===== config.mk =====
export PLATFORM = sky130hd
export DESIGN_NAME = flg_regs
export DESIGN_NICKNAME = d
export VERILOG_FILES = /design/src/flg_pkg.sv /design/src/flg_regs.sv /design/src/flg_sync.sv
export SDC_FILE = /design/constraint.sdc
export NUM_CORES = 1
export LEC_CHECK = 0
export BUFFER_PORTS_ARGS = -buffer_cell sky130_fd_sc_hd__clkbuf_2
export CAP_MARGIN = 20
export CORE_ASPECT_RATIO = 1.2
export CORE_UTILIZATION = 26
export DETAILED_ROUTE_END_ITERATION = 7
export PLACE_DENSITY = 0.53
export SYNTH_ARGS = -nofsm -noshare
export SYNTH_HDL_FRONTEND = slang
export SYNTH_SLANG_ARGS = --single-unit
export TNS_END_PERCENT = 50

===== constraint.sdc =====
create_clock -name ref_clk -period 5.7 [get_ports ref_clk]
set_input_delay 0.57 -clock ref_clk [delete_from_list [all_inputs] [get_ports ref_clk]]
set_output_delay 0.57 -clock ref_clk [all_outputs]
set_load 0.05 [all_outputs]

===== src/flg_pkg.sv =====
// constants shared by the fault latch and general pin register logic
// Operation
// - live status shows fourteen flags, top zero
// - disabled latch bit always reads zero
// - enabled live flag sets its latched bit
// - enable bits 14/15 request re-servo on trip
// - summary bit is OR of latched bits
// - latched bits set and held while enabled
// - clearing enable clears latched bit at once
// - reading latched status clears latched bits whose live flag is gone
// - mode 00 pin 0 carries supply ok
// - mode 01 pin 0 carries inverted supply ok
// - mode 10 pin 0 open-drain follows data
// - mode 11 pin 0 is input, readable
// - pin 1 carries DAC code error or inverse
// - pin 1 open-drain output or readable input
// - strap high at reset clears pin data
// - status bits mirror attention and strap pins
// - mask bit blocks attention, else latched drives
// - test bit lets host write result registers
// - tracking start bit, pending readback, variant only
// - base variant refuses tracking-only command codes
// - decode temperature and channel 1 servo codes
// - map the five block registers to codes
// - word read, word write and alert response
package flg_pkg;

	// ----------------------------------------------------------------
	// command codes
	// ----------------------------------------------------------------
	localparam logic [7:0] CMD_LIVE = 8'h00;
	localparam logic [7:0] CMD_LATCH_EN = 8'h08;
	localparam logic [7:0] CMD_SUMMARY = 8'h10;
	localparam logic [7:0] CMD_LATCHED = 8'h11;
	localparam logic [7:0] CMD_PIN_CTRL = 8'h17;
	localparam logic [7:0] CMD_SYNC = 8'h1F;
	localparam logic [7:0] CMD_TRK_FINAL0 = 8'h45;
	localparam logic [7:0] CMD_TRK_DELAY0 = 8'h46;
	localparam logic [7:0] CMD_SERVO1 = 8'h53;
	localparam logic [7:0] CMD_TRK_FINAL1 = 8'h55;
	localparam logic [7:0] CMD_TRK_DELAY1 = 8'h56;
	localparam logic [7:0] CMD_TEMP = 8'h68;

	// ----------------------------------------------------------------
	// bus addresses and bit counts
	// ----------------------------------------------------------------
	localparam logic [6:0] GLOBAL_ADDR = 7'h5B;
	localparam logic [6:0] ARA_ADDR = 7'h0C;
	localparam logic [3:0] BYTE_BITS = 4'h8;
	localparam logic [1:0] STRAP_WAIT = 2'h3;

	// ----------------------------------------------------------------
	// flag layout
	// ----------------------------------------------------------------
	localparam int FLAG_W = 14;
	localparam logic [13:0] SUPPLY_FLAG_MASK = 14'h3F7B;
	localparam int EN_RESERVO0 = 14;
	localparam int EN_RESERVO1 = 15;
	localparam int FL_CH0_OV = 0;
	localparam int FL_CH0_UV = 1;
	localparam int FL_CH1_OV = 5;
	localparam int FL_CH1_UV = 6;
	localparam logic [7:0] DAC_CODE_LOW = 8'h00;
	localparam logic [7:0] DAC_CODE_HIGH = 8'hFF;

	// ----------------------------------------------------------------
	// pin control word layout and reset values
	// ----------------------------------------------------------------
	localparam int PC_CFG0_LSB = 0;
	localparam int PC_CFG1_LSB = 2;
	localparam int PC_GP0 = 4;
	localparam int PC_GP1 = 5;
	localparam int PC_ALERT_PIN = 6;
	localparam int PC_ALERT_MASK = 7;
	localparam int PC_TEST_WEN = 8;
	localparam int PC_STRAP = 9;
	localparam int PC_TRACK = 10;
	localparam logic [1:0] GP_MODE_STATUS = 2'h0;
	localparam logic [1:0] GP_MODE_STATUS_INV = 2'h1;
	localparam logic [1:0] GP_MODE_OUTPUT = 2'h2;
	localparam logic [1:0] GP_MODE_INPUT = 2'h3;
	localparam logic [15:0] LATCH_EN_RESET = 16'h0000;
	localparam logic GP_DATA_RESET = 1'b1;
	localparam logic ALERT_MASK_RESET = 1'b1;

	// ----------------------------------------------------------------
	// command decode
	// ----------------------------------------------------------------
	function automatic logic flg_cmd_known(input logic [7:0] cmd, input logic track);
		case (cmd)
			8'h00, 8'h08, 8'h10, 8'h11, 8'h17, 8'h18, 8'h28, 8'h29, 8'h2A, 8'h38, 8'h39, 8'h3A,
			8'h40, 8'h41, 8'h42, 8'h43, 8'h44, 8'h48, 8'h49, 8'h4A, 8'h50, 8'h51, 8'h52,
			8'h53, 8'h54, 8'h58, 8'h59, 8'h5A, 8'h68: flg_cmd_known = 1'b1;
			8'h1F, 8'h45, 8'h46, 8'h55, 8'h56: flg_cmd_known = track;
			default: flg_cmd_known = 1'b0;
		endcase
	endfunction : flg_cmd_known

endpackage : flg_pkg


===== src/flg_regs.sv =====
// fault latch, general pin and attention registers behind an i2c word slave
`timescale 1ns/1ps
module flg_regs #(
	parameter logic [6:0] DEV_ADDR = 7'h5C,
	parameter logic TRACK_VARIANT = 1'b0
) (
	input wire logic ref_clk,
	input wire logic rst,
	input wire logic ce,
	input wire logic scl_in,
	input wire logic sda_in,
	output logic sda_out,
	output logic sda_oe_n,
	input wire logic [13:0] live_flags,
	input wire logic [7:0] dac_code_ch0,
	input wire logic [7:0] dac_code_ch1,
	input wire logic servo_en_ch0,
	input wire logic servo_en_ch1,
	input wire logic continuous_servo_ch0,
	input wire logic continuous_servo_ch1,
	input wire logic monitor_select_ch0,
	input wire logic monitor_select_ch1,
	output logic reservo_req_ch0,
	output logic reservo_req_ch1,
	output logic test_result_write,
	output logic track_start,
	input wire logic tracking_pending,
	output logic ext_wr,
	output logic [7:0] ext_cmd,
	output logic [15:0] ext_wdata,
	input wire logic [15:0] ext_rdata,
	input wire logic gp0_in,
	output logic gp0_out,
	output logic gp0_oe_n,
	input wire logic gp1_in,
	output logic gp1_out,
	output logic gp1_oe_n,
	input wire logic alert_in,
	output logic alert_out,
	output logic alert_oe_n,
	input wire logic strap_in
);
	typedef enum logic [2:0] {ST_IDLE, ST_ADDR, ST_CMD, ST_WDAT, ST_RDAT} flg_bus_state_type;

	generate
		if (DEV_ADDR == flg_pkg::GLOBAL_ADDR || DEV_ADDR == flg_pkg::ARA_ADDR) begin : g_bad_addr
			$error("device address collides with a shared address");
		end
	endgenerate

	// ----------------------------------------------------------------
	// pin synchronisation and bus edges
	// ----------------------------------------------------------------
	logic [5:0] pins_raw;
	logic [5:0] pins_s;
	logic scl_s, sda_s, gp0_s, gp1_s, alert_s, strap_s;
	logic scl_prev_reg, sda_prev_reg;
	logic start_det, stop_det, scl_rise, scl_fall;

	assign pins_raw = {strap_in, alert_in, gp1_in, gp0_in, sda_in, scl_in};

	flg_sync #(.WIDTH(6)) u_sync (
		.ref_clk(ref_clk),
		.rst(rst),
		.ce(ce),
		.async_in(pins_raw),
		.sync_out(pins_s)
	);

	assign {strap_s, alert_s, gp1_s, gp0_s, sda_s, scl_s} = pins_s;

	always_ff @(posedge ref_clk or posedge rst) begin
		if (rst) begin
			scl_prev_reg <= 1'b1;
			sda_prev_reg <= 1'b1;
		end else if (ce) begin
			scl_prev_reg <= scl_s;
			sda_prev_reg <= sda_s;
		end
	end

	assign start_det = scl_s && scl_prev_reg && sda_prev_reg && !sda_s;
	assign stop_det = scl_s && scl_prev_reg && !sda_prev_reg && sda_s;
	assign scl_rise = scl_s && !scl_prev_reg;
	assign scl_fall = !scl_s && scl_prev_reg;

	// ----------------------------------------------------------------
	// register state
	// ----------------------------------------------------------------
	logic [15:0] en_reg, en_next;
	logic [13:0] latched_reg, latched_next;
	logic [1:0] cfg0_reg, cfg1_reg;
	logic gp0_data_reg, gp1_data_reg, alert_mask_reg, test_wen_reg;
	logic [1:0] strap_wait_reg;
	logic supply_ok, dac_code_error, gp0_val, gp1_val;
	logic [15:0] pin_word, rd_word;
	logic wr_pulse_reg, rd_clr_reg, track_pulse_reg;
	logic [15:0] wr_word_reg;
	logic [7:0] cmd_reg;
	logic local_cmd;

	// pin value by mode; input mode returns the pin level
	function automatic logic gp_value(input logic [1:0] mode, input logic status, input logic data,
			input logic pin);
		unique case (mode)
			flg_pkg::GP_MODE_STATUS: gp_value = status;
			flg_pkg::GP_MODE_STATUS_INV: gp_value = !status;
			flg_pkg::GP_MODE_OUTPUT: gp_value = data;
			flg_pkg::GP_MODE_INPUT: gp_value = pin;
		endcase
	endfunction : gp_value

	assign supply_ok = !(|(live_flags & flg_pkg::SUPPLY_FLAG_MASK));
	assign dac_code_error = dac_code_ch0 == flg_pkg::DAC_CODE_LOW || dac_code_ch0 == flg_pkg::DAC_CODE_HIGH
		|| dac_code_ch1 == flg_pkg::DAC_CODE_LOW || dac_code_ch1 == flg_pkg::DAC_CODE_HIGH;
	assign gp0_val = gp_value(cfg0_reg, supply_ok, gp0_data_reg, gp0_s);
	assign gp1_val = gp_value(cfg1_reg, dac_code_error, gp1_data_reg, gp1_s);

	// ----------------------------------------------------------------
	// fault latch
	// ----------------------------------------------------------------
	assign en_next = (wr_pulse_reg && cmd_reg == flg_pkg::CMD_LATCH_EN) ? wr_word_reg : en_reg;
	// live flags win over the clearing read
	assign latched_next = ((latched_reg & ~{flg_pkg::FLAG_W{rd_clr_reg}}) | live_flags)
		& en_next[flg_pkg::FLAG_W-1:0];

	always_ff @(posedge ref_clk or posedge rst) begin
		if (rst) begin
			en_reg <= flg_pkg::LATCH_EN_RESET;
			latched_reg <= '0;
		end else if (ce) begin
			en_reg <= en_next;
			latched_reg <= latched_next;
		end
	end

	// re-servo request on the rising edge of a qualified supply trip
	logic reservo_cond0, reservo_cond1, reservo_prev0_reg, reservo_prev1_reg;
	assign reservo_cond0 = en_reg[flg_pkg::EN_RESERVO0] && servo_en_ch0 && !continuous_servo_ch0
		&& monitor_select_ch0 && (live_flags[flg_pkg::FL_CH0_OV] || live_flags[flg_pkg::FL_CH0_UV]);
	assign reservo_cond1 = en_reg[flg_pkg::EN_RESERVO1] && servo_en_ch1 && !continuous_servo_ch1
		&& monitor_select_ch1 && (live_flags[flg_pkg::FL_CH1_OV] || live_flags[flg_pkg::FL_CH1_UV]);

	always_ff @(posedge ref_clk or posedge rst) begin
		if (rst) begin
			reservo_prev0_reg <= 1'b0;
			reservo_prev1_reg <= 1'b0;
			reservo_req_ch0 <= 1'b0;
			reservo_req_ch1 <= 1'b0;
		end else if (ce) begin
			reservo_prev0_reg <= reservo_cond0;
			reservo_prev1_reg <= reservo_cond1;
			reservo_req_ch0 <= reservo_cond0 && !reservo_prev0_reg;
			reservo_req_ch1 <= reservo_cond1 && !reservo_prev1_reg;
		end
	end

	// ----------------------------------------------------------------
	// pin control register and pins
	// ----------------------------------------------------------------
	always_ff @(posedge ref_clk or posedge rst) begin
		if (rst) begin
			cfg0_reg <= flg_pkg::GP_MODE_OUTPUT;
			cfg1_reg <= flg_pkg::GP_MODE_OUTPUT;
			gp0_data_reg <= flg_pkg::GP_DATA_RESET;
			gp1_data_reg <= flg_pkg::GP_DATA_RESET;
			alert_mask_reg <= flg_pkg::ALERT_MASK_RESET;
			test_wen_reg <= 1'b0;
			track_pulse_reg <= 1'b0;
			strap_wait_reg <= '0;
		end else if (ce) begin
			track_pulse_reg <= 1'b0;
			if (strap_wait_reg != flg_pkg::STRAP_WAIT) begin
				strap_wait_reg <= strap_wait_reg + 2'h1;
			end
			if (strap_wait_reg == flg_pkg::STRAP_WAIT - 2'h1 && strap_s) begin
				gp0_data_reg <= 1'b0;
				gp1_data_reg <= 1'b0;
			end else if (wr_pulse_reg && cmd_reg == flg_pkg::CMD_PIN_CTRL) begin
				cfg0_reg <= wr_word_reg[flg_pkg::PC_CFG0_LSB +: 2];
				cfg1_reg <= wr_word_reg[flg_pkg::PC_CFG1_LSB +: 2];
				gp0_data_reg <= wr_word_reg[flg_pkg::PC_GP0];
				gp1_data_reg <= wr_word_reg[flg_pkg::PC_GP1];
				alert_mask_reg <= wr_word_reg[flg_pkg::PC_ALERT_MASK];
				test_wen_reg <= wr_word_reg[flg_pkg::PC_TEST_WEN];
				track_pulse_reg <= TRACK_VARIANT && wr_word_reg[flg_pkg::PC_TRACK];
			end
		end
	end

	// open-drain drivers pull low when the value is zero
	always_ff @(posedge ref_clk or posedge rst) begin
		if (rst) begin
			gp0_oe_n <= 1'b1;
			gp1_oe_n <= 1'b1;
			alert_oe_n <= 1'b1;
		end else if (ce) begin
			gp0_oe_n <= cfg0_reg == flg_pkg::GP_MODE_INPUT || gp0_val;
			gp1_oe_n <= cfg1_reg == flg_pkg::GP_MODE_INPUT || gp1_val;
			alert_oe_n <= alert_mask_reg || !(|latched_reg);
		end
	end

	assign gp0_out = 1'b0;
	assign gp1_out = 1'b0;
	assign alert_out = 1'b0;
	assign sda_out = 1'b0;
	assign test_result_write = test_wen_reg;
	assign track_start = ce && track_pulse_reg;
	assign local_cmd = cmd_reg == flg_pkg::CMD_LATCH_EN || cmd_reg == flg_pkg::CMD_PIN_CTRL;
	assign ext_wr = ce && wr_pulse_reg && !local_cmd;
	assign ext_cmd = cmd_reg;
	assign ext_wdata = wr_word_reg;

	// ----------------------------------------------------------------
	// read data
	// ----------------------------------------------------------------
	always_comb begin
		pin_word = 16'h0000;
		pin_word[flg_pkg::PC_CFG0_LSB +: 2] = cfg0_reg;
		pin_word[flg_pkg::PC_CFG1_LSB +: 2] = cfg1_reg;
		pin_word[flg_pkg::PC_GP0] = gp0_val;
		pin_word[flg_pkg::PC_GP1] = gp1_val;
		pin_word[flg_pkg::PC_ALERT_PIN] = alert_s;
		pin_word[flg_pkg::PC_ALERT_MASK] = alert_mask_reg;
		pin_word[flg_pkg::PC_TEST_WEN] = test_wen_reg;
		pin_word[flg_pkg::PC_STRAP] = strap_s;
		pin_word[flg_pkg::PC_TRACK] = TRACK_VARIANT && tracking_pending;
	end

	always_comb begin
		case (cmd_reg)
			flg_pkg::CMD_LIVE: rd_word = {2'b00, live_flags};
			flg_pkg::CMD_LATCH_EN: rd_word = en_reg;
			flg_pkg::CMD_SUMMARY: rd_word = {15'h0000, |latched_reg};
			flg_pkg::CMD_LATCHED: rd_word = {2'b00, latched_reg};
			flg_pkg::CMD_PIN_CTRL: rd_word = pin_word;
			default: rd_word = ext_rdata;
		endcase
	end

	// ----------------------------------------------------------------
	// i2c word slave
	// ----------------------------------------------------------------
	flg_bus_state_type st_reg, next_st_reg;
	logic [3:0] bit_cnt_reg;
	logic [7:0] sh_reg, wlo_reg;
	logic [15:0] tx_word_reg;
	logic [7:0] tx_byte;
	logic [1:0] byte_idx_reg;
	logic in_ack_reg, sda_low_reg, cmd_ok_reg, rd_hi_reg, decide;
	logic [6:0] rx_addr;

	assign tx_byte = rd_hi_reg ? tx_word_reg[15:8] : tx_word_reg[7:0];
	assign rx_addr = sh_reg[7:1];
	assign decide = scl_fall && !in_ack_reg && bit_cnt_reg == flg_pkg::BYTE_BITS && st_reg != ST_RDAT
		&& st_reg != ST_IDLE;
	assign sda_oe_n = !sda_low_reg;

	always_ff @(posedge ref_clk or posedge rst) begin
		if (rst) begin
			st_reg <= ST_IDLE;
			next_st_reg <= ST_IDLE;
			bit_cnt_reg <= '0;
			sh_reg <= '0;
			wlo_reg <= '0;
			wr_word_reg <= '0;
			tx_word_reg <= '0;
			cmd_reg <= flg_pkg::CMD_LIVE;
			byte_idx_reg <= '0;
			in_ack_reg <= 1'b0;
			sda_low_reg <= 1'b0;
			cmd_ok_reg <= 1'b0;
			rd_hi_reg <= 1'b0;
			wr_pulse_reg <= 1'b0;
			rd_clr_reg <= 1'b0;
		end else if (ce) begin
			wr_pulse_reg <= 1'b0;
			rd_clr_reg <= 1'b0;
			if (start_det) begin
				st_reg <= ST_ADDR;
				bit_cnt_reg <= '0;
				in_ack_reg <= 1'b0;
				sda_low_reg <= 1'b0;
			end else if (stop_det) begin
				st_reg <= ST_IDLE;
				sda_low_reg <= 1'b0;
				cmd_ok_reg <= 1'b0;
			end else if (scl_rise) begin
				if (st_reg == ST_RDAT) begin
					if (bit_cnt_reg == flg_pkg::BYTE_BITS) begin
						if (sda_s) begin
							st_reg <= ST_IDLE;
						end else begin
							bit_cnt_reg <= '0;
							rd_hi_reg <= 1'b1;
						end
					end else begin
						bit_cnt_reg <= bit_cnt_reg + 4'h1;
					end
				end else if (st_reg != ST_IDLE && !in_ack_reg) begin
					sh_reg <= {sh_reg[6:0], sda_s};
					bit_cnt_reg <= bit_cnt_reg + 4'h1;
				end
			end else if (scl_fall) begin
				if (in_ack_reg) begin
					in_ack_reg <= 1'b0;
					bit_cnt_reg <= '0;
					st_reg <= next_st_reg;
					rd_hi_reg <= 1'b0;
					sda_low_reg <= next_st_reg == ST_RDAT && !tx_word_reg[7];
				end else if (st_reg == ST_RDAT) begin
					sda_low_reg <= bit_cnt_reg < flg_pkg::BYTE_BITS
						&& !tx_byte[3'(flg_pkg::BYTE_BITS - 4'h1 - bit_cnt_reg)];
				end else if (decide) begin
					in_ack_reg <= 1'b1;
					sda_low_reg <= 1'b0;
					next_st_reg <= ST_IDLE;
					unique case (st_reg)
						ST_ADDR: begin
							if (rx_addr == flg_pkg::ARA_ADDR && sh_reg[0] && !alert_oe_n) begin
								sda_low_reg <= 1'b1;
								next_st_reg <= ST_RDAT;
								tx_word_reg <= {8'h00, DEV_ADDR, 1'b0};
							end else if (rx_addr == DEV_ADDR || rx_addr == flg_pkg::GLOBAL_ADDR) begin
								if (!sh_reg[0]) begin
									sda_low_reg <= 1'b1;
									next_st_reg <= ST_CMD;
								end else if (cmd_ok_reg) begin
									sda_low_reg <= 1'b1;
									next_st_reg <= ST_RDAT;
									tx_word_reg <= rd_word;
									rd_clr_reg <= cmd_reg == flg_pkg::CMD_LATCHED;
								end
							end
						end
						ST_CMD: begin
							// unknown and, on the base variant, tracking codes are refused
							if (flg_pkg::flg_cmd_known(sh_reg, TRACK_VARIANT)) begin
								sda_low_reg <= 1'b1;
								next_st_reg <= ST_WDAT;
								cmd_reg <= sh_reg;
								cmd_ok_reg <= 1'b1;
								byte_idx_reg <= '0;
							end else begin
								cmd_ok_reg <= 1'b0;
							end
						end
						ST_WDAT: begin
							if (byte_idx_reg == 2'h0) begin
								sda_low_reg <= 1'b1;
								next_st_reg <= ST_WDAT;
								wlo_reg <= sh_reg;
								byte_idx_reg <= 2'h1;
							end else if (byte_idx_reg == 2'h1) begin
								sda_low_reg <= 1'b1;
								wr_word_reg <= {sh_reg, wlo_reg};
								wr_pulse_reg <= 1'b1;
								byte_idx_reg <= 2'h2;
							end
						end
						default: begin
						end
					endcase
				end
			end
		end
	end
endmodule : flg_regs


===== src/flg_sync.sv =====
// two flip-flop synchroniser for pin inputs
`timescale 1ns/1ps
module flg_sync #(
	parameter int WIDTH = 6
) (
	input wire logic ref_clk,
	input wire logic rst,
	input wire logic ce,
	input wire logic [WIDTH-1:0] async_in,
	output logic [WIDTH-1:0] sync_out
);
	logic [WIDTH-1:0] stage_reg;

	generate
		if (WIDTH < 1) begin : g_bad_width
			$error("flg_sync width must be at least one");
		end
	endgenerate

	// first stage feeds only the second
	always_ff @(posedge ref_clk or posedge rst) begin
		if (rst) begin
			// released pin level, so no false edge follows reset
			stage_reg <= '1;
			sync_out <= '1;
		end else if (ce) begin
			stage_reg <= async_in;
			sync_out <= stage_reg;
		end
	end
endmodule : flg_sync


# Yosys cells after proc, flatten, opt, wreduce, memory -nomap -nowiden
# Memories as Yosys holds them, arrays and structs flattened.
# Cells that the tools add are included.
totals:
  ff_bits: 135
  rom_bits: 128
  in_bits: 62
  out_inout_bits: 37
  elab_cells: 304
  memories: 1
memory_table:
  columns: ["memory", "depth", "width", "rd", "rd_clocked_by_memory_dff", "wr", "line", "text"]
  rows:
  - ["(name not given)", 128, 1, 1, 0, 0, "flg_pkg.sv:90", "case (cmd)"]
op_classes:
  addsub: 3
  n_lt_le_gt_ge: 2
  eq_ne: 41
  mux: 109
  n_bitwise: 11
  n_reduce_logical: 101
op_table:
  columns: ["cell", "count"]
  rows:
  - ["$pmux 16 s5", 1]
  - ["$mux 1", 70]
  - ["$mux 16", 4]
  - ["$mux 3", 12]
  - ["$mux 4", 9]
  - ["$logic_and 1x1->1", 31]
  - ["$and 14x14->14", 2]
  - ["$eq 8x5->1 const B", 3]
  - ["$logic_not 8->1", 3]
  - ["$reduce_and 8->1", 3]
  - ["$reduce_and 11->1", 2]
  - ["$reduce_bool 2->1", 11]
  - ["$reduce_and 10->1", 2]
  - ["$reduce_and 6->1", 3]
  - ["$logic_not 1->1", 17]
  - ["$eq 8x8->1 const B", 2]
  - ["$ne 2x2->1 const B", 8]
  - ["$eq 7x7->1 const B", 2]
  - ["$mux 14", 1]
  - ["$not 14->14", 1]
  - ["$or 14x14->14", 1]
  - ["$reduce_or 14->1", 1]
  - ["$ne 4x3->1 const B", 3]
  - ["$reduce_and 12->1", 1]
  - ["other kinds (34)", 74]

# Longest topological paths before layout
# Gate-level depths: netlist of run 1.
depth:
  ltp_word: 23
  depth_mapped: 9

# Cells and area by module
# A second synthesis of run 1 with hierarchy kept.
hier_totals:
  cells_unflattened: 622
  area_unflattened_um2: 6957.9
by_module_without_submodules:
  columns: ["mod", "instances", "cells_per_inst", "area_per_inst_um2"]
  rows:
  - ["flg_regs", 1, 596, 6454.9]
  - ["flg_sync", 1, 26, 503.0]

# Worst setup path before layout of run 1
# Ideal clock, no wire load.
synth_path:
  path_kind: "flip-flop to output port"
  from: "register cmd_reg[3], in the netlist ext_cmd[3]"
  to: "output port ext_wr"
  arrival_time_ns: 2.471
  required_ns: 5.130
  slack_ns: 2.659
  path_stages_with_launch: 4
  cell_sequence: "dfrtp_1 -> buf_1 -> clkbuf_1 -> a221oi_1"
synth_via:
  elab_chain_cells: 4
  elab_cells_between_ends: 5
  cone_classes: "2 x eq/ne; 3 x reduce/logical"
synth_lines:
  columns: ["item", "line", "text"]
  rows:
  - ["start, declared", "flg_regs.sv:99", "logic [7:0] cmd_reg;"]
  - ["start signal, assigned", "flg_regs.sv:269", "cmd_reg <= flg_pkg::CMD_LIVE;"]
  - ["start signal, assigned", "flg_regs.sv:342", "cmd_reg <= sh_reg;"]
  - ["$eq 8x4->1 or $eq 8x5->1 (tied branches)", "flg_regs.sv:210", "assign local_cmd = cmd_reg == flg_pkg::CMD_LATCH_EN || cmd_reg == flg_pkg::CMD_PIN_CTRL;"]
  - ["$logic_or 1x1->1 *", "flg_regs.sv:210", null]
  - ["$logic_not 1->1 *", "flg_regs.sv:211", "assign ext_wr = ce && wr_pulse_reg && !local_cmd;"]
  - ["$logic_and 1x1->1 *", "flg_regs.sv:211", null]
  - ["end, declared", "flg_regs.sv:28", "output logic ext_wr,"]
# Every way passes the cells marked *; elsewhere a longest branch is shown, timed or not.

# Worst setup path after layout of run 1
layout_path:
  from: "register cmd_reg[5], in the netlist ext_cmd[5]"
  to: "register en_reg[10]"
layout_via:
  elab_chain_cells: 3
layout_lines:
  columns: ["item", "line", "text"]
  rows:
  - ["$eq 8x4->1", "flg_regs.sv:122", "assign en_next = (wr_pulse_reg && cmd_reg == flg_pkg::CMD_LATCH_EN) ? wr_word_reg : en_reg;"]
  - ["$logic_and 1x1->1", "flg_regs.sv:122", null]
  - ["$mux 14", "flg_regs.sv:122", null]
  - ["end signal, assigned", "flg_regs.sv:129", "en_reg <= flg_pkg::LATCH_EN_RESET;"]
  - ["end signal, assigned", "flg_regs.sv:132", "en_reg <= en_next;"]
  - ["end, declared", "flg_regs.sv:90", "logic [15:0] en_reg, en_next;"]
# Every way passes these cells.
# A chain may end at the register's enable or synchronous reset.

==> metrics.log, run 1 <==
INFO  metric status = complete, but fails checks
INFO  metric violations = DRC
INFO  metric synth_enable_flop_cells = 0
INFO  metric finalWorstSetupSlack = around 2.6 ns
INFO  metric cts.sink_count = ~140
INFO  metric first_global_vias = 5429
INFO  metric final_min_period_over_clock_period = 0.550
INFO  metric p_per_area = between 300 and 400 nW/µm²
INFO  metric drt-initial-drc-count = 395
INFO  metric flop_and_latch_count_out_of_synthesis = 135
INFO  metric cts_max_path_buffers = 2
INFO  metric postLayoutCellArea = between 8000 and 9000 µm²
INFO  metric port_buffers = between 90 and 100
INFO  metric drt-vias-per-instance = approximately 5.2
INFO  metric category_of_the_critical_setup_timing_path = reg -> reg
INFO  metric switching_share = 0.283
INFO  metric post-route-min-period = between 3 and 4 ns
INFO  metric setup_viol = 0
INFO  metric count_of_h_tree_levels_built_during_cts = 4
INFO  metric drt_pre_antenna_iters = 7
INFO  metric placed_area = 7790 µm²
INFO  metric grt_antenna_before_repair = 0
INFO  metric insertedDiodeCount = 0
INFO  metric numPlacedInstances = roughly 1.0k
INFO  metric detailroute.via_count = 5452
INFO  metric num-fill-cells = 2722
INFO  metric cts.repair.resized = 0
INFO  metric timing.max_slew.rel_slack = 0.338
INFO  metric finalWirelength = around 21000 µm
INFO  metric power.net_switching = around 0.73 mW
INFO  metric buffer_count_from_post_cts_setup_fixing = 0
INFO  metric ctsHoldBuffers = 0
INFO  metric area_growth = 19.6%
INFO  metric floorplan.io_pins = 99
INFO  metric type_of_element_capturing_the_critical_path = flip-flop
INFO  metric place_hpwl = 15100 µm
INFO  metric crit_arrival = roughly 3.4 ns
INFO  metric maxClockFrequency = between 0.3 and 0.4 GHz
INFO  metric rrSetupSlack = 2.56 ns
INFO  metric first_pass_grt_wire_length = about 32000 µm
INFO  metric final_core_util = 0.318
INFO  metric width_of_the_die = ~150 µm
INFO  metric clk_transition_reported_paths = about 0.060 ns
INFO  metric routedWlPerCell = 19.6 µm
INFO  metric drive_above_1_share = 0.360
INFO  metric synth_unique_cells = between 70 and 80
INFO  metric core_region_area = 26400 µm²
INFO  metric timing.critical_path.required = around 6.0 ns
INFO  metric seq_power_share = 0.436
INFO  metric combinationalPowerShare = 0.123
INFO  metric power_frac_clock = 0.441
INFO  metric initial_utilization = 0.266
INFO  metric die_h = 182 µm
INFO  metric dpl_worst_slack = ~2.6 ns
INFO  metric power_after_layout = approximately 2.6 mW
INFO  metric grt_setup_unrepaired = false
INFO  metric clock_buffer_count_from_cts = 17
INFO  metric power.ir.vdd_worst = 208 µV
INFO  metric synth_area = approximately 7000 µm²
INFO  metric layout.nets = between 700 and 800
INFO  metric yosys_warnings = 0
INFO  metric worstRegToRegCells = 4
INFO  metric hold_removal_path_class = in -> async
INFO  metric grt_start_max_net_pins = 88
INFO  metric final-hold-violation-count = 0
INFO  metric min_hold_slack = approximately 0.3 ns
INFO  metric worstPathMaxFanout = 14
INFO  metric finalClockSkew = ~0.009 ns
INFO  metric syn-mean-instance-area = roughly 11 µm²
INFO  metric asyncSetResetFlopFracSynth = 1.00
INFO  metric cts_tree = done
INFO  metric cp-start-kind = flip-flop
INFO  metric globalRoute.totalOverflow = 0
INFO  metric leakage_dissipation = 3.69 nW
INFO  metric route.antenna.remaining_nets = 0
INFO  metric gp_routability_congestion = just under 0.8
INFO  metric p_int = 1.86 mW
INFO  metric maxSlewViolCount = 0
INFO  metric dieArea = 27700 µm²
INFO  metric synth_sequential_area_ratio = 0.484
INFO  metric max_cap_violations = 0
INFO  metric tightest_slew = ~0.99 ns
INFO  metric final_cell_count_no_fill = 1057
INFO  metric synthFlopType = sky130_fd_sc_hd__dfrtp_1
INFO  metric count_of_mapped_cells_out_of_synthesis = between 600 and 700
INFO  metric cts_root_buffer = sky130_fd_sc_hd__clkbuf_16
INFO  metric globalRouteTotalUtil = 0.155
INFO  metric insertion_delay_of_the_later_clocked_pin_in_the_worst_skew_pair = roughly 0.43 ns
INFO  metric totalNegativeSetupSlack = 0 ns
INFO  metric standard_cell_row_count = 65
INFO  metric drc_errors = 6
-- final timing paths --
check / start / to
setup / recovery: ext_cmd[5] / en_reg[10]
hold / removal: rst / rd_hi_reg
setup reg to reg: ext_cmd[5] / en_reg[10]
hold reg to reg: reservo_prev0_reg / reservo_req_ch0
max in group asynchronous: rst / tx_word_reg[0]
min in group ref_clk: alert_in / u_sync.stage_reg[4]
-- synth_stat cells, types with 9 or more instances --
| master | number | area (µm²) |
|---|---|---|
| sky130_fd_sc_hd__nor2b_1 | 11 | 68.8 |
| sky130_fd_sc_hd__inv_1 | 18 | 67.6 |
| sky130_fd_sc_hd__o22ai_1 | 11 | 68.8 |
| sky130_fd_sc_hd__mux2_4 | 9 | 135 |
| sky130_fd_sc_hd__mux2_2 | 73 | 822 |
| sky130_fd_sc_hd__dfrtp_1 | 113 | 2830 |
| sky130_fd_sc_hd__clkbuf_1 | 23 | 86.3 |
| sky130_fd_sc_hd__o21ai_0 | 39 | 195 |
| sky130_fd_sc_hd__nand2_1 | 48 | 180 |
| sky130_fd_sc_hd__a21oi_1 | 17 | 85.1 |
| sky130_fd_sc_hd__nand3_1 | 10 | 50.1 |
| sky130_fd_sc_hd__mux2i_1 | 26 | 260 |
| sky130_fd_sc_hd__nor2_1 | 20 | 75.1 |
| sky130_fd_sc_hd__nand2b_1 | 9 | 56.3 |
| sky130_fd_sc_hd__nor4_1 | 11 | 68.8 |
| sky130_fd_sc_hd__o2bb2ai_1 | 17 | 149 |
| sky130_fd_sc_hd__dfstp_2 | 22 | 578 |
-- worst max-delay path, cell delays in order (launching register included) --
cell and delay, ns:
sky130_fd_sc_hd__dfrtp_1 0.40, sky130_fd_sc_hd__or3_1 0.51, sky130_fd_sc_hd__nor3_2 0.66, sky130_fd_sc_hd__nand4_1 0.87, sky130_fd_sc_hd__mux2_2 0.56
-- area by class of cell --
cell class	instances	area [µm²]	share of cell area
Sequential cell	135	3410	0.405
Tap cell	335	419	0.0499
Clock inverter	14	174	0.0207
Clock buffer	18	439	0.0522
Timing Repair Buffer	98	505	0.0601
Multi-Input combinational cell	439	3390	0.403
Inverter	18	72.6	0.00863
-- cells by family after synthesis --
family | share of synthesized area
AND/OR/NAND/NOR | 0.132
AO/OA/AOI/OAI | 0.147
flip-flops | 0.484
multiplexers | 0.186
buffers and inverters | 0.0367
adder cells (fa/ha/maj) | 0.0107
XOR/XNOR | 0.00249
other | 0.000533
-- layout by cell type (no fill, tap or decap), types with 5 or more instances in the layout --
| cell type | netlist | routed |
|---|---|---|
| sky130_fd_sc_hd__buf_4 | 6 | 6 |
| sky130_fd_sc_hd__a22o_1 | 5 | 5 |
| sky130_fd_sc_hd__nor3_1 | 7 | 7 |
| sky130_fd_sc_hd__mux2_4 | 9 | 9 |
| sky130_fd_sc_hd__nand3_1 | 10 | 10 |
| sky130_fd_sc_hd__inv_1 | 18 | 17 |
| sky130_fd_sc_hd__dfrtp_1 | 113 | 113 |
| sky130_fd_sc_hd__dfstp_2 | 22 | 22 |
| sky130_fd_sc_hd__o21ai_0 | 39 | 39 |
| sky130_fd_sc_hd__a222oi_1 | 5 | 5 |
| sky130_fd_sc_hd__a21oi_1 | 17 | 17 |
| sky130_fd_sc_hd__nor4_1 | 11 | 11 |
| sky130_fd_sc_hd__a31oi_1 | 6 | 6 |
| sky130_fd_sc_hd__nand2b_1 | 9 | 9 |
| sky130_fd_sc_hd__clkbuf_2 | 0 | 92 |
| sky130_fd_sc_hd__or3_1 | 5 | 5 |
| sky130_fd_sc_hd__a22oi_1 | 8 | 8 |
| sky130_fd_sc_hd__nand4_1 | 8 | 8 |
| sky130_fd_sc_hd__nor2b_1 | 11 | 11 |
| sky130_fd_sc_hd__clkinv_4 | 0 | 5 |
| sky130_fd_sc_hd__clkbuf_16 | 0 | 17 |
| sky130_fd_sc_hd__mux2i_1 | 26 | 26 |
| sky130_fd_sc_hd__mux2_2 | 73 | 73 |
| sky130_fd_sc_hd__ha_1 | 6 | 6 |
| sky130_fd_sc_hd__nor2_1 | 20 | 20 |
| sky130_fd_sc_hd__o22ai_1 | 11 | 11 |
| sky130_fd_sc_hd__o2bb2ai_1 | 17 | 17 |
| sky130_fd_sc_hd__and2_1 | 5 | 5 |
| sky130_fd_sc_hd__nand2_1 | 48 | 48 |
| sky130_fd_sc_hd__conb_1 | 1 | 5 |
-- layer usage --
layer / global-route usage / up-vias / part of all wire
met5: 0 / - / 0
met4: 0.0657 / 0 / 0.029
met3: 0.0318 / 34 / 0.049
met2: 0.244 / 161 / 0.47
met1: 0.206 / 2745 / 0.45
li1: - / 2512 / -
-- power groups by stage --
| stage | Combinational [mW] | Clock (mW) | Sequential (mW) |
|---|---|---|---|
| 2_1_floorplan | 0.292 | 0 | 1.07 |
| 3_3_place_gp | 0.316 | 0 | 1.15 |
| 3_5_place_dp | 0.320 | 0 | 1.15 |
| 4_1_cts | 0.321 | 1.17 | 1.13 |
| 5_1_grt | 0.352 | 1.22 | 1.14 |
| 6_report | 0.319 | 1.15 | 1.13 |
No activity file was read; power rests on OpenSTA's default activity.
==> inputs of run 2 (changes only) <==
- ABC_AREA: unset -> 1
- clock period: 5.7 -> 3.2 ns (I/O delays scaled with it)
==> run 2 against run 1 <==
Sequential cell count is the same. Combinational power rose by 140%. Via count increased by 18%. Wire length increased by 3.4%. Worst hold slack worse by 0.24 ns. Clock skew grew 0.0012 ns. Largest cell class unchanged. Worst setup slack got worse by 1.8 ns. Critical endpoint is now ext_wr. Synthesized cell count rose by 50%. The run now ends clean. Global-route usage is 0.53 points higher. Core utilization shrank 0.18 points. First-iteration DRC count up 6.3%. Sequential power increased by 78%.
==> metrics.log, run 2 <==
INFO  metric final_cell_count_no_fill = 1380 (+31%)
INFO  metric min_hold_slack = 0.0737 ns (-0.235 ns)
INFO  metric worstPathMaxFanout = 7 (-7)
INFO  metric cp-start-kind = flip-flop
INFO  metric gp_routability_congestion = 0.838 (+5.8%)
INFO  metric first_pass_grt_wire_length = 34400 µm (+6.1%)
INFO  metric maxClockFrequency = 0.417 GHz
INFO  metric category_of_the_critical_setup_timing_path = reg -> out
INFO  metric post-route-min-period = 2.40 ns
INFO  metric insertedDiodeCount = 0 (unchanged)
INFO  metric count_of_h_tree_levels_built_during_cts = 4 (unchanged)
INFO  metric place_hpwl = 16200 µm (+7.6%)
INFO  metric tightest_slew = 1.14 ns (+0.148 ns)
INFO  metric detailroute.via_count = 6452 (+18%)
INFO  metric numPlacedInstances = 1347 (+31%)
INFO  metric synth_top_cell_by_area = sky130_fd_sc_hd__dfrtp_1
INFO  metric synth.cells.most_frequent = 239 x sky130_fd_sc_hd__nand2_1, 113 x sky130_fd_sc_hd__dfrtp_1, 105 x sky130_fd_sc_hd__inv_1
INFO  metric die_h = 184 µm (+0.89%)
INFO  metric sequential_cell_area = 3410 µm² (unchanged)
INFO  metric syn-mean-instance-area = 7.67 µm² (-32%)
INFO  metric power.ir.vdd_worst = 243 µV (+17%)
INFO  metric initial_utilization = 0.264 (-0.00171)
INFO  metric switching_share = 0.314 (+0.0313)
INFO  metric final_common_cell = sky130_fd_sc_hd__nand2_1
INFO  metric grt_start_max_net_pins = 52 (-41%)
INFO  metric crit_arrival = 2.08 ns (-1.36 ns)
INFO  metric clk_transition_reported_paths = 0.06 ns (about the same)
INFO  metric count_of_mapped_cells_out_of_synthesis = 933 (+50%)
INFO  metric synth_unique_cells = 43 (-41%)
INFO  metric finalClockSkew = 0.0101 ns (+0.00118 ns)
INFO  metric width_of_the_die = 153 µm (+0.89%)
INFO  metric drt-vias-per-instance = 4.68 (-9.4%)
INFO  metric timing.max_slew.rel_slack = 0.240 (-0.0977)
INFO  metric route.antenna.remaining_nets = 0 (unchanged)
INFO  metric standard_cell_row_count = 66 (+1.5%)
INFO  metric core_region_area = 27100 µm² (+2.5%)
INFO  metric cts_tree = done
INFO  metric p_int = 3.22 mW (+73%)
INFO  metric timing.critical_path.required = 2.88 ns (-3.13 ns)
INFO  metric first_global_vias = 6399 (+18%)
INFO  metric cts.repair.resized = 0 (unchanged)
INFO  metric insertion_delay_of_the_later_clocked_pin_in_the_worst_skew_pair = 0.43 ns (about the same)
INFO  metric seq_power_share = 0.428 (-0.008)
INFO  metric final_cell_mix = 239 x sky130_fd_sc_hd__nand2_1, 113 x sky130_fd_sc_hd__dfrtp_1, 104 x sky130_fd_sc_hd__inv_1
INFO  metric postLayoutCellArea = 8570 µm² (+1.9%)
INFO  metric cts.sink_count = 135 (unchanged)
INFO  metric cts_max_path_buffers = 2 (unchanged)
INFO  metric status = complete, no violations
INFO  metric yosys_warnings = 0 (unchanged)
INFO  metric area_growth = 19.7% (about the same)
INFO  metric rrSetupSlack = 0.84 ns (-1.72 ns)
INFO  metric dieArea = 28200 µm² (+1.8%)
INFO  metric asyncSetResetFlopFracSynth = 1.00 (unchanged)
INFO  metric flop_and_latch_count_out_of_synthesis = 135 (unchanged)
INFO  metric setup_viol = 0 (unchanged)
INFO  metric power.net_switching = 1.47 mW (+100%)
INFO  metric clock_buffer_count_from_cts = 17 (unchanged)
INFO  metric combinationalPowerShare = 0.162 (+0.039)
INFO  metric type_of_element_capturing_the_critical_path = output port
INFO  metric synth_top_cell_area_share = 0.395 (-0.00717)
INFO  metric cts_root_buffer = sky130_fd_sc_hd__clkbuf_16
INFO  metric globalRouteTotalUtil = 0.160 (+0.00534)
INFO  metric final_min_period_over_clock_period = 0.749
INFO  metric layout.nets = 1095 (+41%)
INFO  metric buffer_count_from_post_cts_setup_fixing = 0 (unchanged)
INFO  metric finalWirelength = 21400 µm (+3.4%)
INFO  metric grt_antenna_before_repair = 0 (unchanged)
INFO  metric synth_sequential_area_ratio = 0.476 (-0.00864)
INFO  metric synth_most_common_cell = sky130_fd_sc_hd__nand2_1
INFO  metric hold_removal_path_class = in -> reg
INFO  metric grt_setup_unrepaired = false
INFO  metric port_buffers = 92 (unchanged)
INFO  metric final_core_util = 0.316 (-0.00182)
INFO  metric p_per_area = 549 nW/µm² (+78%)
INFO  metric synth_enable_flop_cells = 0 (unchanged)
INFO  metric synthFlopType = sky130_fd_sc_hd__dfrtp_1
INFO  metric placed_area = 7980 µm² (+2.3%)
INFO  metric drt_pre_antenna_iters = 5 (-2)
INFO  metric maxSlewViolCount = 0 (unchanged)
INFO  metric synth_area = 7160 µm² (+1.8%)
INFO  metric totalNegativeSetupSlack = 0 ns (unchanged)
INFO  metric max_cap_violations = 0 (unchanged)
INFO  metric final-hold-violation-count = 0 (unchanged)
INFO  metric drt-initial-drc-count = 420 (+6.3%)
INFO  metric multi_input_logic_area = 3160 µm² (-6.9%)
INFO  metric floorplan.io_pins = 99 (unchanged)
INFO  metric post_synth_main_area_contributors = sky130_fd_sc_hd__dfrtp_1 40%, sky130_fd_sc_hd__nand2_1 13%, sky130_fd_sc_hd__dfstp_2 8.1%
INFO  metric routedWlPerCell = 15.5 µm (-21%)
INFO  metric leakage_dissipation = 4.16 nW (+13%)
INFO  metric globalRoute.totalOverflow = 0 (unchanged)
INFO  metric num-fill-cells = 2938 (+7.9%)
INFO  metric drc_errors = 0 (-6)
INFO  metric drive_above_1_share = 0.194 (-0.166)
INFO  metric power_frac_clock = 0.410 (-0.031)
## run 2: logic make-up after synthesis
group,after synthesis,share of synthesized area
AO/OA/AOI/OAI,198,0.148
XOR/XNOR,1,0.00122
adder cells (fa/ha/maj),6,0.0105
buffers and inverters,151,0.0855
flip-flops,135,0.476
multiplexers,9,0.0157
other,1,0.000524
AND/OR/NAND/NOR,432,0.263
## run 2: through the flow
step / power [mW] / worst slack, ns
floorplan: 2.56 / 0.836
global placement: 2.79 / 0.888
detailed placement: 2.81 / 0.869
CTS: 4.76 / 0.818
global route: 4.96 / 0.568
finish: 4.70 / 0.804
## run 2: repair_timing
item	4_1_cts	5_1_grt
endpoints found under the setup margin	0	0
hold buffers	1	0
endpoints found under the hold margin	8	0
## run 2: layer usage
metal	part of all wire	vias up	GRT usage
met4	0.026	0	0.0688
met1	0.47	3058	0.210
met2	0.46	141	0.257
li1	-	3225	-
met5	0	-	0
met3	0.042	28	0.0323
## run 2: power groups by stage
| stage | Combinational (mW) | Sequential, mW | Clock, mW |
|---|---|---|---|
| floorplan | 0.572 | 1.99 | 0 |
| global placement | 0.758 | 2.04 | 0 |
| detailed placement | 0.772 | 2.04 | 0 |
| CTS | 0.776 | 2.01 | 1.98 |
| global route | 0.884 | 2.03 | 2.04 |
| finish | 0.763 | 2.01 | 1.93 |
## run 2: path summary, 6_finish.rpt
| path | start | to | depth (start not counted) |
|---|---|---|---|
| min | scl_in | u_sync.stage_reg[0] | 3 |
| max reg2reg | scl_prev_reg | tx_word_reg[7] | 8 |
| max in group asynchronous | rst | alert_mask_reg | 4 |
| min in group asynchronous | rst | bit_cnt_reg[3] | 3 |
| max | ext_cmd[6] | ext_wr | 5 |
| min reg2reg | reservo_prev0_reg | reservo_req_ch0 | 1 |
## run 2: cell type report
cell class | count | area share
Tap cell | 340 | 0.0497
Multi-Input combinational cell | 651 | 0.368
Timing Repair Buffer | 104 | 0.0646
Inverter | 118 | 0.0521
Clock inverter | 14 | 0.0164
Sequential cell | 135 | 0.398
Clock buffer | 18 | 0.0513
## run 2: worst max-delay path, stage by stage (launching register included)
cell and delay, ns:
sky130_fd_sc_hd__dfrtp_1 0.40, sky130_fd_sc_hd__nor2_1 0.28, sky130_fd_sc_hd__nand2_1 0.18, sky130_fd_sc_hd__nor2_2 0.35, sky130_fd_sc_hd__nor3_1 0.18, sky130_fd_sc_hd__clkbuf_2 0.27
==> inputs of run 3 (changes only) <==
- PLACE_DENSITY: 0.53 -> 0.55
- clock period: 3.2 -> 1.95 ns (I/O delays scaled with it)
==> run 3 against run 2 <==
Global-route usage grew 0.70 points. Wire length grew 5.6%. Sequential power grew 63%. First-iteration DRC count grew 1.2%. Core utilization grew 2.7 points. Largest cell class unchanged.
==> metrics.log, run 3 (same netlist as run 2, synthesis figures left out) <==
INFO  metric dieArea = 28200 µm² (unchanged)
INFO  metric standard_cell_row_count = 66 (unchanged)
INFO  metric setup_viol = 0 (unchanged)
INFO  metric sequential_cell_area = 3410 µm² (unchanged)
INFO  metric combinationalPowerShare = 0.186 (+0.024)
INFO  metric category_of_the_critical_setup_timing_path = reg -> out
INFO  metric power_after_layout = 8.04 mW (+71%)
INFO  metric port_buffers = 92 (unchanged)
INFO  metric cts_max_path_buffers = 2 (unchanged)
INFO  metric cts_root_buffer = sky130_fd_sc_hd__clkbuf_16
INFO  metric layout.nets = 1158 (+5.8%)
INFO  metric count_of_h_tree_levels_built_during_cts = 4 (unchanged)
INFO  metric numPlacedInstances = 1395 (+3.6%)
INFO  metric width_of_the_die = 153 µm (unchanged)
INFO  metric place_hpwl = 16900 µm (+4.4%)
INFO  metric p_int = 5.53 mW (+72%)
INFO  metric clk_transition_reported_paths = 0.06 ns (about the same)
INFO  metric detailroute.via_count = 6723 (+4.2%)
INFO  metric power.ir.vdd_worst = 602 µV (+150%)
INFO  metric multi_input_logic_area = 3300 µm² (+4.5%)
INFO  metric seq_power_share = 0.407 (-0.021)
INFO  metric globalRouteTotalUtil = 0.167 (+0.00701)
INFO  metric core_region_area = 27100 µm² (unchanged)
INFO  metric cts.sink_count = 135 (unchanged)
INFO  metric max_cap_violations = 0 (unchanged)
INFO  metric drt-initial-drc-count = 425 (+1.2%)
INFO  metric floorplan.io_pins = 99 (unchanged)
INFO  metric die_h = 184 µm (unchanged)
INFO  metric finalWorstSetupSlack = 0.0443 ns (-0.760 ns)
INFO  metric insertedDiodeCount = 0 (unchanged)
INFO  metric initial_utilization = 0.264 (unchanged)
INFO  metric area_growth = 29.8%
INFO  metric leakage_dissipation = 4.54 nW (+9.1%)
INFO  metric finalWirelength = 22600 µm (+5.6%)
INFO  metric power.net_switching = 2.50 mW (+70%)
INFO  metric hold_removal_path_class = in -> reg
INFO  metric route.antenna.remaining_nets = 0 (unchanged)
INFO  metric num-fill-cells = 2853 (-2.9%)
INFO  metric final_cell_count_no_fill = 1443 (+4.6%)
INFO  metric maxClockFrequency = around 0.52 GHz
INFO  metric insertion_delay_of_the_later_clocked_pin_in_the_worst_skew_pair = 0.43 ns (about the same)
INFO  metric type_of_element_capturing_the_critical_path = output port
INFO  metric dpl_worst_slack = -0.148 ns (-1.02 ns)
INFO  metric first_pass_grt_wire_length = 36000 µm (+4.6%)
INFO  metric postLayoutCellArea = 9290 µm² (+8.5%)
INFO  metric grt_setup_unrepaired = true
INFO  metric final_min_period_over_clock_period = 0.977
INFO  metric placed_area = 8400 µm² (+5.3%)
INFO  metric post-route-min-period = ~1.9 ns
INFO  metric cp-start-kind = flip-flop
INFO  metric tightest_slew = 0.702 ns (-0.433 ns)
INFO  metric status = complete, no violations
INFO  metric timing.max_slew.rel_slack = 0.531 (+0.291)
INFO  metric cts_tree = done
INFO  metric worstPathMaxFanout = 3 (-4)
INFO  metric p_per_area = 865 nW/µm² (+58%)
INFO  metric switching_share = 0.311 (-0.00242)
INFO  metric drc_errors = 0 (unchanged)
INFO  metric first_global_vias = 6588 (+3.0%)
INFO  metric drt_pre_antenna_iters = 4 (-1)
INFO  metric timing.critical_path.required = 1.75 ns (-1.13 ns)
INFO  metric grt_start_max_net_pins = 109 (+110%)
INFO  metric maxSlewViolCount = 0 (unchanged)
INFO  metric routedWlPerCell = 15.6 µm (+0.96%)
INFO  metric finalClockSkew = 0.00877 ns (-0.00130 ns)
INFO  metric power_frac_clock = 0.407 (-0.003)
INFO  metric crit_arrival = 1.71 ns (-0.37 ns)
INFO  metric globalRoute.totalOverflow = 0 (unchanged)
INFO  metric drt-vias-per-instance = 4.66 (-0.35%)
INFO  metric final_cell_mix = 235 x sky130_fd_sc_hd__nand2_1, 113 x sky130_fd_sc_hd__dfrtp_1, 98 x sky130_fd_sc_hd__inv_1
INFO  metric clock_buffer_count_from_cts = 17 (unchanged)
INFO  metric grt_antenna_before_repair = 0 (unchanged)
INFO  metric final_common_cell = sky130_fd_sc_hd__nand2_1
INFO  metric gp_routability_congestion = 0.848 (+1.1%)
INFO  metric final-hold-violation-count = 0 (unchanged)
INFO  metric drive_above_1_share = 0.261 (+0.0669)
INFO  metric totalNegativeSetupSlack = 0 ns (unchanged)
[run 3: cell types whose count changed in the layout (fill, tap and decap cells not counted), moves of 5 or more]
cell                            previous run  this run
sky130_fd_sc_hd__buf_12                    0         5
sky130_fd_sc_hd__nor2_1                   90        80
sky130_fd_sc_hd__inv_1                   104        98
sky130_fd_sc_hd__nand3_2                   3         8
sky130_fd_sc_hd__buf_4                    11        58
sky130_fd_sc_hd__nor2_4                    3        10
sky130_fd_sc_hd__dlygate4sd3_1             1         6
sky130_fd_sc_hd__buf_6                     0         6
[run 3: power groups by stage]
stage	registers, mW	logic, mW	clock network (mW)
finish	3.27	1.49	3.27
CTS	3.27	1.48	3.33
detailed placement	3.32	1.43	0
floorplan	3.26	0.938	0
global placement	3.31	1.42	0
global route	3.31	1.70	3.46
[run 3: routing by layer]
metal	share of wire	track usage	wire length, µm
met1	0.46	0.218	10400
met2	0.46	0.266	10300
met3	0.053	0.0349	1200
met4	0.031	0.0760	697
met5	0	0	0
[run 3: repair_timing]
action | in CTS | in global routing
hold endpoints to repair | 81 | 0
pin swaps | 5 | 14
resized for setup | 13 | 38
buffers inserted | 3 | 7
setup endpoints to repair | 37 | 59
hold buffers | 6 | 0
gates cloned | 1 | 0
[run 3: worst paths after layout]
path,start,to,slack [ns],depth (start not counted)
setup reg to reg,u_sync.sync_out[0],ext_wdata[4],0.09,7
hold / removal,sda_in,u_sync.stage_reg[1],0.004,3
setup / recovery,ext_cmd[6],ext_wr,0.04,7
max in group asynchronous,rst,ext_wdata[6],0.99,4
min in group asynchronous,rst,sda_low_reg,0.43,4
hold reg to reg,reservo_prev0_reg,reservo_req_ch0,0.46,1
[run 3: worst max-delay path, stage by stage (launching register included)]
cell                      delay (ns)
sky130_fd_sc_hd__dfrtp_1        0.41
sky130_fd_sc_hd__nor2_4         0.16
sky130_fd_sc_hd__nand2_2        0.09
sky130_fd_sc_hd__nor2_4         0.18
sky130_fd_sc_hd__buf_6          0.14
sky130_fd_sc_hd__nor3_4         0.04
sky130_fd_sc_hd__buf_6          0.12
sky130_fd_sc_hd__buf_12         0.14
[run 3: final cells by class]
type                            count  area share
Sequential cell                   135       0.366
Multi-Input combinational cell    652       0.355
Timing Repair Buffer              166       0.120
Inverter                          118      0.0490
Clock buffer                       18      0.0462
Tap cell                          340      0.0458
Clock inverter                     14      0.0175
[run 3: stage by stage]
step                 util  hold slack, ns
finish              0.343         0.00433
global route        0.343          0.0158
CTS                 0.337          0.0216
detailed placement  0.310           0.334
global placement    0.310           0.344
floorplan               -           0.291
